===== src/core/host_port_pkg.sv =====
/*
 * Constants, register map, field positions, timing counts and controller
 * states shared by the flash host-port controller and its pin synchroniser.
 * Assumes a single 40 MHz clock and a device that needs no clock of its own.
 */
package host_port_pkg;

	// ****************************************************************
	// Clock and pin timing
	// ****************************************************************
	localparam int CLK_MHZ       = 40;
	localparam int RESET_HOLD_NS = 2000;
	localparam int SETUP_NS      = 25;
	localparam int STROBE_NS     = 100;
	localparam int HOLD_NS       = 25;
	localparam int AVD_NS        = 50;
	localparam int EDGE_NS       = 50;
	// Least times round up to whole cycles
	localparam int RESET_CYC  = (RESET_HOLD_NS * CLK_MHZ + 999) / 1000;
	localparam int SETUP_CYC  = (SETUP_NS * CLK_MHZ + 999) / 1000;
	localparam int STROBE_CYC = (STROBE_NS * CLK_MHZ + 999) / 1000;
	localparam int HOLD_CYC   = (HOLD_NS * CLK_MHZ + 999) / 1000;
	localparam int AVD_CYC    = (AVD_NS * CLK_MHZ + 999) / 1000;
	localparam int EDGE_CYC   = (EDGE_NS * CLK_MHZ + 999) / 1000;
	localparam int CNT_W      = 8;

	// ****************************************************************
	// Widths of the device pins
	// ****************************************************************
	localparam int ADDR_W = 13;
	localparam int DATA_W = 16;
	localparam int SYNC_W = DATA_W + 3;
	localparam logic [SYNC_W-1:0] SYNC_RST = 19'h7ffff;

	// ****************************************************************
	// Register map, byte offsets on the Avalon slave
	// ****************************************************************
	localparam logic [4:0] OFS_CTRL   = 5'h00;
	localparam logic [4:0] OFS_ADDR   = 5'h04;
	localparam logic [4:0] OFS_WDATA  = 5'h08;
	localparam logic [4:0] OFS_CMD    = 5'h0c;
	localparam logic [4:0] OFS_STATUS = 5'h10;
	localparam logic [4:0] OFS_RDATA  = 5'h14;

	localparam int CTRL_MUX   = 0;
	localparam int CTRL_WIDE  = 1;
	localparam int CTRL_LOCK  = 2;
	localparam int CTRL_SLEEP = 3;
	localparam int CTRL_RESET = 4;
	localparam int CTRL_IDHI  = 5;

	localparam int CMD_GO    = 0;
	localparam int CMD_WRITE = 1;

	localparam int ST_BUSY    = 0;
	localparam int ST_DEVBUSY = 1;
	localparam int ST_IRQ     = 2;
	localparam int ST_XFER    = 3;
	localparam int ST_MUXON   = 4;
	localparam int ST_DONE    = 5;
	localparam int ST_REFUSED = 6;

	// ****************************************************************
	// Controller states
	// ****************************************************************
	typedef enum logic [8:0] {
		S_IDLE   = 9'h001,
		S_RESET  = 9'h002,
		S_WAIT   = 9'h004,
		S_EDGE   = 9'h008,
		S_AVD    = 9'h010,
		S_SETUP  = 9'h020,
		S_STROBE = 9'h040,
		S_HOLD   = 9'h080,
		S_SPARE  = 9'h100
	} state_type;

endpackage : host_port_pkg


===== src/core/pin_sync_if.sv =====
/*
 * Synchronised device pin levels passed from the pin synchroniser to the
 * controller. Assumes both ends run on the same clock.
 */
`timescale 1ns/1ps
interface pin_sync_if;
	logic        busy_n_s;
	logic        irq_n_s;
	logic        xfer_n_s;
	logic [15:0] data_s;

	modport producer (output busy_n_s, output irq_n_s, output xfer_n_s, output data_s);
	modport consumer (input busy_n_s, input irq_n_s, input xfer_n_s, input data_s);
endinterface : pin_sync_if


===== src/core/pin_sync.sv =====
/*
 * Two-stage synchroniser for every level that arrives from the device pins.
 * Assumes the pins are asynchronous to clock and settle well inside a strobe.
 */
`timescale 1ns/1ps
module pin_sync
	import host_port_pkg::*;
(
	input  wire logic        clock,
	input  wire logic        reset_n,
	input  wire logic        busy_n,
	input  wire logic        irq_n,
	input  wire logic        transfer_req_n,
	input  wire logic [15:0] data_in,
	pin_sync_if.producer     sync
);

	typedef struct packed {
		logic [SYNC_W-1:0] stage1;
		logic [SYNC_W-1:0] stage2;
	} sync_type;

	sync_type r;
	sync_type r_nxt;

	// Stage one feeds only stage two
	always_comb
	begin
		r_nxt        = r;
		r_nxt.stage1 = {busy_n, irq_n, transfer_req_n, data_in};
		r_nxt.stage2 = r.stage1;
	end

	always_ff @(posedge clock)
	begin
		if (!reset_n)
		begin
			r <= '{stage1: SYNC_RST, stage2: SYNC_RST};
		end
		else
		begin
			r <= r_nxt;
		end
	end

	assign sync.busy_n_s = r.stage2[SYNC_W-1];
	assign sync.irq_n_s  = r.stage2[SYNC_W-2];
	assign sync.xfer_n_s = r.stage2[SYNC_W-3];
	assign sync.data_s   = r.stage2[DATA_W-1:0];

endmodule : pin_sync


===== src/core/flash_host_port.sv =====
/*
 * Host-side controller for a clockless flash disk with a memory-like port.
 * Software orders device resets and single read or write cycles through an
 * Avalon-MM slave; the controller drives the strobes, address and data pins.
 * Assumes the device pins are asynchronous and the board resolves the
 * shared data bus from data_oe_n.
 */
// Our own choices: the placing of the registers and the Avalon-MM interface to the registers.
`timescale 1ns/1ps
// Functional notes
// Thirteen address lines reach the device's 8KB window.
// Write cycle lasts while chip select and write strobe are low.
// Read cycle lasts while chip select and output enable are low.
// Device pulls interrupt low on long-operation end or protection fault.
// Device pulls transfer request low to pace DMA pages.
// Multiplexed address phase puts address bits 12..1 on bus 11..0.
// Falling edge on the high id pin after reset selects multiplexed mode.
// Multiplexed mode forces the high id bit to zero.
// Four cascaded devices standard, two multiplexed.
// Width configuration picks 8-bit or 16-bit access.
// Deep sleep shares the lowest address pin.
// Device protects one or two areas for read, write or both.
// Areas guarded by 64-bit key, lock pin, or both.
// Lock option with lock pin low denies access despite correct key.
// Tampering makes the whole device protected and inaccessible.
// Device holds a fixed 16-byte unique identifier.
// 16KB one-time area takes one write then becomes read-only.
// One-time pages are never erased.
// One-time-write partition becomes read-only after locking.
// Sticky lock bit acts like the lock pin on the boot partition.
// Sticky lock clears only through device reset.
// Boot block is 2KB, not enlarged by cascading.
// Device holds busy after reset; host waits until busy releases.
// Device loads protection rules during its initial download.
// Rejected access returns no protected data, changes nothing.
module flash_host_port
	import host_port_pkg::*;
(
	input  wire logic        clock,
	input  wire logic        reset_n,
	input  wire logic [4:0]  avs_address,
	input  wire logic        avs_read,
	input  wire logic        avs_write,
	input  wire logic [31:0] avs_writedata,
	output logic      [31:0] avs_readdata,
	output logic             avs_waitrequest,
	output logic      [12:1] addr_hi,
	output logic             addr0_deep_sleep,
	output logic      [15:0] data_out,
	output logic             data_oe_n,
	input  wire logic [15:0] data_in,
	output logic             chip_sel_n,
	output logic             out_en_n,
	output logic             write_en_n,
	output logic             address_valid_n,
	output logic             reset_in_n,
	output logic             lock_n,
	output logic             wide_bus,
	input  wire logic        busy_n,
	input  wire logic        irq_n,
	input  wire logic        transfer_req_n
);

	typedef struct packed {
		state_type          state;
		logic [CNT_W-1:0]   cnt;
		logic               ack;
		logic [31:0]        rd;
		logic               mux_mode;
		logic               wide16;
		logic               lock_on;
		logic               sleep;
		logic               id_hi;
		logic               is_write;
		logic [ADDR_W-1:0]  addr;
		logic [DATA_W-1:0]  wdata;
		logic [DATA_W-1:0]  rdata;
		logic               done;
		logic               refused;
		logic               mux_active;
		logic               ready;
		logic               pin_rst_n;
		logic               ce_n;
		logic               oe_n;
		logic               we_n;
		logic               avd_n;
		logic [ADDR_W-1:0]  pin_addr;
		logic               pin_a0;
		logic [DATA_W-1:0]  pin_dout;
		logic               pin_doe_n;
	} ctl_type;

	ctl_type r;
	ctl_type r_nxt;

	pin_sync_if sync ();

	pin_sync u_sync (
		.clock          (clock),
		.reset_n        (reset_n),
		.busy_n         (busy_n),
		.irq_n          (irq_n),
		.transfer_req_n (transfer_req_n),
		.data_in        (data_in),
		.sync           (sync.producer)
	);

	// Last cycle of a timed phase
	function automatic logic last_cycle(input logic [CNT_W-1:0] c);
		last_cycle = (c <= CNT_W'(1));
	endfunction : last_cycle

	// ****************************************************************
	// Next-state logic
	// ****************************************************************
	always_comb
	begin
		r_nxt     = r;
		r_nxt.ack = (avs_read | avs_write) & ~r.ack;
		r_nxt.cnt = r.cnt - CNT_W'(1);

		// Read data latched while waitrequest is high, stable at the ack edge
		if (avs_read && !r.ack)
		begin
			r_nxt.rd = 32'h0000_0000;
			case (avs_address)
				OFS_CTRL:
				begin
					r_nxt.rd[CTRL_MUX]   = r.mux_mode;
					r_nxt.rd[CTRL_WIDE]  = r.wide16;
					r_nxt.rd[CTRL_LOCK]  = r.lock_on;
					r_nxt.rd[CTRL_SLEEP] = r.sleep;
					r_nxt.rd[CTRL_IDHI]  = r.id_hi;
				end
				OFS_ADDR:  r_nxt.rd[ADDR_W-1:0] = r.addr;
				OFS_WDATA: r_nxt.rd[DATA_W-1:0] = r.wdata;
				OFS_STATUS:
				begin
					r_nxt.rd[ST_BUSY]    = (r.state != S_IDLE);
					// busy seen
					r_nxt.rd[ST_DEVBUSY] = ~sync.busy_n_s;
					// interrupt level
					r_nxt.rd[ST_IRQ]     = ~sync.irq_n_s;
					// DMA pacing level
					r_nxt.rd[ST_XFER]    = ~sync.xfer_n_s;
					r_nxt.rd[ST_MUXON]   = r.mux_active;
					r_nxt.rd[ST_DONE]    = r.done;
					r_nxt.rd[ST_REFUSED] = r.refused;
				end
				OFS_RDATA: r_nxt.rd[DATA_W-1:0] = r.rdata;
				default:   r_nxt.rd = 32'h0000_0000;
			endcase
		end

		// Register writes take effect at the ack edge
		if (avs_write && r.ack)
		begin
			case (avs_address)
				OFS_CTRL:
				begin
					r_nxt.mux_mode = avs_writedata[CTRL_MUX];
					// width select
					r_nxt.wide16   = avs_writedata[CTRL_WIDE];
					r_nxt.lock_on  = avs_writedata[CTRL_LOCK];
					r_nxt.sleep    = avs_writedata[CTRL_SLEEP];
					// high id level picks the cascade slot in standard mode
					r_nxt.id_hi    = avs_writedata[CTRL_IDHI];
					if (avs_writedata[CTRL_RESET] && r.state == S_IDLE)
					begin
						r_nxt.state      = S_RESET;
						r_nxt.cnt        = CNT_W'(RESET_CYC);
						r_nxt.pin_rst_n  = 1'b0;
						r_nxt.ready      = 1'b0;
						r_nxt.mux_active = 1'b0;
						// Id pin held high in multiplexed mode so the later falling edge is clean
						r_nxt.avd_n      = avs_writedata[CTRL_MUX] | avs_writedata[CTRL_IDHI];
					end
				end
				OFS_ADDR:   r_nxt.addr  = avs_writedata[ADDR_W-1:0];
				OFS_WDATA:  r_nxt.wdata = avs_writedata[DATA_W-1:0];
				OFS_STATUS:
				begin
					if (avs_writedata[ST_DONE])
					begin
						r_nxt.done = 1'b0;
					end
					if (avs_writedata[ST_REFUSED])
					begin
						r_nxt.refused = 1'b0;
					end
				end
				OFS_CMD:
				begin
					if (avs_writedata[CMD_GO] && r.state == S_IDLE)
					begin
						r_nxt.is_write = avs_writedata[CMD_WRITE];
						// no access while busy
						if (!r.ready || !sync.busy_n_s)
						begin
							r_nxt.refused = 1'b1;
						end
						// address phase on low bus lines
						else if (r.mux_active)
						begin
							r_nxt.state     = S_AVD;
							r_nxt.cnt       = CNT_W'(AVD_CYC);
							r_nxt.avd_n     = 1'b0;
							r_nxt.pin_dout  = {4'h0, r.addr[ADDR_W-1:1]};
							r_nxt.pin_doe_n = 1'b0;
						end
						else
						begin
							r_nxt.state     = S_SETUP;
							r_nxt.cnt       = CNT_W'(SETUP_CYC);
							// full window address
							r_nxt.pin_addr  = r.addr;
							r_nxt.ce_n      = 1'b0;
							r_nxt.pin_dout  = r.wdata;
							r_nxt.pin_doe_n = ~avs_writedata[CMD_WRITE];
						end
					end
				end
				default: ;
			endcase
		end

		// ****************************************************************
		// Device cycle sequencer
		// ****************************************************************
		case (r.state)
			S_IDLE: ;
			S_RESET:
			begin
				if (last_cycle(r.cnt))
				begin
					r_nxt.pin_rst_n = 1'b1;
					r_nxt.state     = S_WAIT;
				end
			end
			S_WAIT:
			begin
				// wait for busy release
				if (sync.busy_n_s)
				begin
					if (r.mux_mode)
					begin
						r_nxt.state = S_EDGE;
						r_nxt.cnt   = CNT_W'(EDGE_CYC);
						// falling edge after reset
						r_nxt.avd_n = 1'b0;
					end
					else
					begin
						r_nxt.state = S_IDLE;
						r_nxt.ready = 1'b1;
					end
				end
			end
			S_EDGE:
			begin
				if (last_cycle(r.cnt))
				begin
					// address valid idles high, id bit reads zero inside
					r_nxt.avd_n      = 1'b1;
					r_nxt.mux_active = 1'b1;
					r_nxt.ready      = 1'b1;
					r_nxt.state      = S_IDLE;
				end
			end
			S_AVD:
			begin
				if (last_cycle(r.cnt))
				begin
					r_nxt.avd_n     = 1'b1;
					r_nxt.state     = S_SETUP;
					r_nxt.cnt       = CNT_W'(SETUP_CYC);
					r_nxt.pin_addr  = r.addr;
					r_nxt.ce_n      = 1'b0;
					r_nxt.pin_dout  = r.wdata;
					r_nxt.pin_doe_n = ~r.is_write;
				end
			end
			S_SETUP:
			begin
				if (last_cycle(r.cnt))
				begin
					r_nxt.state = S_STROBE;
					r_nxt.cnt   = CNT_W'(STROBE_CYC);
					// write strobe with chip select
					r_nxt.we_n  = ~r.is_write;
					// read strobe with chip select
					r_nxt.oe_n  = r.is_write;
				end
			end
			S_STROBE:
			begin
				if (last_cycle(r.cnt))
				begin
					if (!r.is_write)
					begin
						// narrow reads use the low byte only
						r_nxt.rdata = r.wide16 ? sync.data_s : {8'h00, sync.data_s[7:0]};
					end
					r_nxt.oe_n  = 1'b1;
					r_nxt.we_n  = 1'b1;
					r_nxt.state = S_HOLD;
					r_nxt.cnt   = CNT_W'(HOLD_CYC);
				end
			end
			S_HOLD:
			begin
				if (last_cycle(r.cnt))
				begin
					r_nxt.ce_n      = 1'b1;
					r_nxt.pin_doe_n = 1'b1;
					r_nxt.done      = 1'b1;
					r_nxt.state     = S_IDLE;
				end
			end
			default: r_nxt.state = S_IDLE;
		endcase

		// lowest address pin doubles as deep sleep in wide mode
		r_nxt.pin_a0 = r_nxt.wide16 ? r_nxt.sleep : r_nxt.pin_addr[0];
	end

	// ****************************************************************
	// State register
	// ****************************************************************
	always_ff @(posedge clock)
	begin
		if (!reset_n)
		begin
			r            <= '0;
			r.state      <= S_IDLE;
			r.wide16     <= 1'b1;
			r.pin_rst_n  <= 1'b1;
			r.ce_n       <= 1'b1;
			r.oe_n       <= 1'b1;
			r.we_n       <= 1'b1;
			r.avd_n      <= 1'b1;
			r.pin_doe_n  <= 1'b1;
		end
		else
		begin
			r <= r_nxt;
		end
	end

	// ****************************************************************
	// Outputs
	// ****************************************************************
	assign avs_waitrequest  = (avs_read | avs_write) & ~r.ack;
	assign avs_readdata     = r.rd;
	assign addr_hi          = r.pin_addr[ADDR_W-1:1];
	assign addr0_deep_sleep = r.pin_a0;
	assign data_out         = r.pin_dout;
	assign data_oe_n        = r.pin_doe_n;
	assign chip_sel_n       = r.ce_n;
	assign out_en_n         = r.oe_n;
	assign write_en_n       = r.we_n;
	assign address_valid_n  = r.avd_n;
	assign reset_in_n       = r.pin_rst_n;
	// hardware lock pin, active low
	assign lock_n           = ~r.lock_on;
	assign wide_bus         = r.wide16;

endmodule : flash_host_port


===== config.mk =====
export PLATFORM = sky130hd
export DESIGN_NAME = flash_host_port
export DESIGN_NICKNAME = d
export VERILOG_FILES = /design/src/core/host_port_pkg.sv /design/src/core/pin_sync_if.sv /design/src/core/pin_sync.sv /design/src/core/flash_host_port.sv
export SDC_FILE = /design/constraint.sdc
export NUM_CORES = 1
export LEC_CHECK = 0
export BUFFER_PORTS_ARGS = -buffer_cell sky130_fd_sc_hd__buf_4
export CAP_MARGIN = 20
export CORE_MARGIN = 5
export CORE_UTILIZATION = 45
export CTS_BUF_LIST = sky130_fd_sc_hd__clkbuf_8 sky130_fd_sc_hd__clkbuf_16
export CTS_CLUSTER_SIZE = 14
export DETAILED_ROUTE_END_ITERATION = 8
export PLACE_DENSITY = 0.66
export SLEW_MARGIN = 20
export SYNTH_ARGS = -nofsm -noshare
export SYNTH_HDL_FRONTEND = slang
export SYNTH_SLANG_ARGS = --single-unit

===== constraint.sdc =====
create_clock -name clock -period 7.3 [get_ports clock]
set_input_delay 1.825 -clock clock [delete_from_list [all_inputs] [get_ports clock]]
set_output_delay 1.825 -clock clock [all_outputs]
set_load 0.005 [all_outputs]

# After elaboration in Yosys (flattened, before gate mapping)
# Index checks and enable logic that the tools add are counted.
[totals]
inputBits = 60
romBits = 0
mem_bits_rw = 0
mem_count = 0
word_cells = 159
latch_bits = 0
reg_bits = 163
output_inout_bits = 70
[classes]
add_sub_neg = 1
shift = 0
order_cmp = 1
mul = 0
reduce_logical = 19
bitwise_logic = 10
div_mod_pow = 0
n_eq_ne = 19
n_mux = 81
[op_table]
columns = ["cell", "count"]
rows = [
  ["2-to-1 mux 17 bit", 14],
  ["2-to-1 mux 14 bit", 5],
  ["one-hot mux 9 bit (7 select lines)", 1],
  ["2-to-1 mux 13 bit", 4],
  ["2-to-1 mux 16 bit", 3],
  ["2-to-1 mux 34 bit", 1],
  ["one-hot mux 17 bit (2 select lines)", 1],
  ["one-hot mux 8 bit (4 select lines)", 1],
  ["2-to-1 mux 1 bit", 27],
  ["one-hot mux 4 bit (5 select lines)", 1],
  ["2-to-1 mux 9 bit", 2],
  ["one-hot mux 6 bit (3 select lines)", 1],
  ["equality test 5 x 4 -> 1 bit (second input constant)", 2],
  ["equality test 5 bit (second input constant)", 2],
  ["inequality test 2 bit (second input constant)", 5],
  ["one-hot mux 1 bit (2 select lines)", 5],
  ["equality test 9 x 1 -> 1 bit (second input constant)", 1],
  ["equality test 9 x 2 -> 1 bit (second input constant)", 1],
  ["equality test 9 x 3 -> 1 bit (second input constant)", 1],
  ["equality test 9 x 4 -> 1 bit (second input constant)", 1],
  ["equality test 9 x 5 -> 1 bit (second input constant)", 1],
  ["equality test 9 x 6 -> 1 bit (second input constant)", 1],
  ["equality test 9 x 7 -> 1 bit (second input constant)", 1],
  ["equality test 9 x 8 -> 1 bit (second input constant)", 1],
  ["other kinds (26)", 48],
]

# Longest topological paths before layout
[depth]
word_depth = 9
mapped_depth = 8
mapped_depth_nobuf = 7

# By module
# A second synthesis with hierarchy kept.
[unflattened]
cells_unflattened = 830
hier_area_um2 = 7066.8
[modules_own_cells]
columns = ["mod", "area_per_inst_um2", "seq_area_each_um2", "instances", "cells_per_inst"]
rows = [
  ["flash_host_port", 5913.2, 2502.4, 1, 734],
  ["pin_sync", 1153.6, 760.7, 1, 96],
]

# Worst setup path after synthesis
# No wires, ideal clock.
[synth_timing]
kind = "input port to output port"
from = "in avs_write"
to = "out avs_waitrequest"
n_path_buf = 0
path_stages = 2
arrival_ns = 1.995
t_required_ns = 5.475
path_slack_ns = 3.480
path_cell_list = "nor2_1 -> nor2_1"
[synth_between]
elab_chain_len = 2
[synth_lines]
columns = ["item", "line", "rtl"]
rows = [
  ["start: declaration", "flash_host_port.sv:43", "input wire logic avs_write,"],
  ["OR 1 bit", "flash_host_port.sv:353", "assign avs_waitrequest = (avs_read | avs_write) & ~r.ack;"],
  ["bitwise AND 1 bit", "flash_host_port.sv:353", ""],
  ["end: declaration", "flash_host_port.sv:46", "output logic avs_waitrequest,"],
]
# No other way between the ends.

# Worst setup path in the final report
[layout_timing]
from = "in avs_address[1]"
to = "reg r (netlist bit data_out[1])"
[layout_between]
elab_chain_len = 5
[layout_lines]
columns = ["item", "line", "rtl"]
rows = [
  ["start: declaration", "flash_host_port.sv:41", "input wire logic [4:0] avs_address,"],
  ["equality test 5 x 4 -> 1 bit *", "flash_host_port.sv:158", "case (avs_address)"],
  ["2-to-1 mux 17 bit *", "flash_host_port.sv:158", ""],
  ["2-to-1 mux 17 bit *", "flash_host_port.sv:156", "if (avs_write && r.ack)"],
  ["2-to-1 mux 17 bit", "flash_host_port.sv:272", "if (last_cycle(r.cnt))"],
  ["2-to-1 mux 16 bit *", "flash_host_port.sv:230", "case (r.state)"],
  ["end signal: assignment", "flash_host_port.sv:346", "r <= r_nxt;"],
  ["end: declaration", "flash_host_port.sv:93", "ctl_type r;"],
]
# Mark *: on every way between the ends. The rest lies on a longest branch, timed or not.
# A chain may end at the register's enable or synchronous reset.

==> out/metrics.csv <==
metric,value,unit
outcome,completed,
hold_viol,0,
drv_cap,0,
drc,0,
routabilityCongestion,0.862,
critical_path.max_fanout,19,
syn_avg_cell_area,8.50,um2
critPathKind,in -> reg,
portBuffers,97,
detail_route.vias_per_cell,5.41,
slew_headroom,0.281,
r2r_slack,4.49,ns
grt_max_degree,62,
numCtsBuffers,17,
core,15900,um2
post_cts_resized,0,
drive_above_1_share,0.180,
worstPathCellList,"buf_4, or3b_1, nor3_4, nand3_1, and2_4, o221a_2",
r2r-end,data_out[1],
p_per_area,237,nW/um2
r2r_cells,5,
cts_tree,yes,
gr-total-overflow,0,
async_flop_share,0,
grt_usage,0.197,
cts.htree.levels,4,
rsz0062_at_grt,no,
synth_cell_types,73,
fin_nets,947,
initial_core_util,0.461,
fill_cells,1550,
fin_cells,1114,
peakVddDrop,184,uV
synth-seq-cells,163,
die_h,138,um
synth-edff-count,0,
end_kind,register,
drtIter0Drc,462,
synth_warnings,0,
grt_pass1_vias,5363,
firstDrtPassIters,5,
setup.worst_path.end,data_out[1],
wirelength,18700,um
ant_nets,0,
synth-seq-area-share,0.444,
num_rows,46,
cp_data_arrival_time,4.47,ns
num_antenna_cells,0,
finClkSkew,0.0121,ns
p_leak,0.00309,uW
fp.dieW,138,um
timing.final.crit_share,0.568,
dieArea,19000,um2
setup_violations,0,
reg2reg_from,r[137],
startpoint_type,primary input,
io_pins,130,
post_cts_buffers,0,
detail_route.wl_per_cell,16.8,um
required,7.62,ns
synthCells,864,
root_buffer,clkbuf_16,
insertion_delay,0.43,ns
crit_path_top_delay_cell,nor3_4,
dp.cells,1082,
syn_area,7350,um2
cpPeakStageDelay,0.74,ns
slew_violations,0,
hp-class,reg -> reg,
fin_tns_setup,0,ns
fmax,241,MHz
clkSinkCount,163,
cp-startpoint,avs_address[1],
cts_hold_buf,0,
antenna_found_initial,0,
num_vias,6027,
grt_pass1_wl,29200,um
cts_max_path_buffers,2,
path_clk_slew,0.07,ns
post-route-min-period,4.15,ns
hpwlAfterDp,13000,um
areaGrowthSynthToFinish,14.6,%
synth_ff_type,dfxtp_1,
worst_pin_slew,1.07,ns
Yosys cell counts (14+ instances only):
cell type | n | share of area
a21o_1 | 14 | 0.014
a21oi_1 | 102 | 0.069
a22oi_1 | 14 | 0.014
buf_4 | 60 | 0.061
clkbuf_1 | 45 | 0.023
dfxtp_1 | 163 | 0.44
mux2i_1 | 19 | 0.026
nand2_1 | 103 | 0.053
nand2b_1 | 50 | 0.043
nand3_1 | 28 | 0.019
nor2_1 | 54 | 0.028
nor3_1 | 18 | 0.012
o21ai_0 | 17 | 0.012
cell type report:
class	count	area [um2]	share of cell area
Inverter	11	41.3	0.00490
Clock inverter	15	190	0.0226
Tap cell	216	270	0.0321
Clock buffer	17	425	0.0505
Sequential cell	163	3260	0.388
Multi-Input combinational cell	588	3450	0.410
Timing Repair Buffer	104	781	0.0927
layer usage:
layer / up-vias / global-route usage / routed length, um
li1: 2992 / - / -
met1: 2775 / 0.288 / 8660
met2: 242 / 0.280 / 8070
met3: 18 / 0.0500 / 1680
met4: 0 / 0.0653 / 262
met5: - / 0 / 0
state kept, by name, indices dropped and copies added (netlist names), 12 cells and up:
| signal | flops |
|---|---|
| addr_hi | 12 |
| u_sync.sync.data_s | 16 |
| data_out | 16 |
| avs_readdata | 16 |
| r | 73 |
| u_sync.r | 19 |
cell families after synthesis:
family                   Yosys count  synth area share
multiplexers                      21            0.0290
flip-flops                       163             0.444
adder cells (fa/ha/maj)            2           0.00341
buffers and inverters            129            0.0993
other                              1          0.000510
AND/OR/NAND/NOR                  323             0.226
AO/OA/AOI/OAI                    215             0.185
XOR/XNOR                          10            0.0119
worst max-delay path, delay by kind of cell:
kind / cells / cell delay [ns]
and+or+nand+nor: 4 / 2.24
AOI/OAI and AO/OA: 1 / 0.27
buffers and inverters: 1 / 0.12
report_power, final:
group	switching [uW]	total [uW]	internal, uW
Sequential	18.4	930	912
Combinational	88.2	151	62.4
Clock	419	914	494
Total	526	1990	1470
worst min path at each step:
stage	startpoint	depth (start not counted)	slack, ns	end
final	u_sync.r[25]	1	0.40	u_sync.sync.data_s[6]
after global routing	u_sync.r[25]	1	0.42	u_sync.sync.data_s[6]
after CTS	u_sync.r[25]	1	0.40	u_sync.sync.data_s[6]
after detailed placement	u_sync.r[20]	1	0.39	u_sync.sync.data_s[1]
after global placement	u_sync.r[19]	1	0.39	u_sync.sync.data_s[0]
after floorplan	u_sync.r[37]	1	0.39	u_sync.sync.busy_n_s
layout by cell type (no fill, tap or decap), types with 5 or more instances in the layout:
master | Yosys | routed
nor4_1 | 7 | 5
clkbuf_16 | 0 | 17
a21o_1 | 14 | 14
nand2_1 | 103 | 103
inv_1 | 10 | 10
inv_8 | 0 | 6
clkinv_4 | 0 | 5
o21ai_0 | 17 | 17
and2_1 | 11 | 11
nand4_1 | 6 | 6
nand3_1 | 28 | 28
conb_1 | 1 | 17
o221a_1 | 9 | 9
nor3_2 | 5 | 6
a22oi_1 | 14 | 14
mux2i_1 | 19 | 19
buf_4 | 60 | 104
a21oi_1 | 102 | 102
o21ai_1 | 10 | 10
nand2b_1 | 50 | 50
nor2_1 | 54 | 54
nor2b_1 | 7 | 7
dfxtp_1 | 163 | 163
nor3_1 | 18 | 16
xnor2_1 | 8 | 8
through the flow:
step / hold slack, ns / util / instance area [um2] / worst slack, ns / power (uW)
global route: 0.420 / 0.528 / 8420 / 3.04 / 2070
detailed placement: 0.391 / 0.489 / 7800 / 2.71 / 1100
CTS: 0.404 / 0.528 / 8410 / 3.16 / 2010
floorplan: 0.386 / - / 7410 / 3.48 / 1060
global placement: 0.389 / 0.489 / 7790 / 2.72 / 1100
finish: 0.404 / 0.528 / 8420 / 3.15 / 1990
No activity file was read; power rests on OpenSTA's default activity.
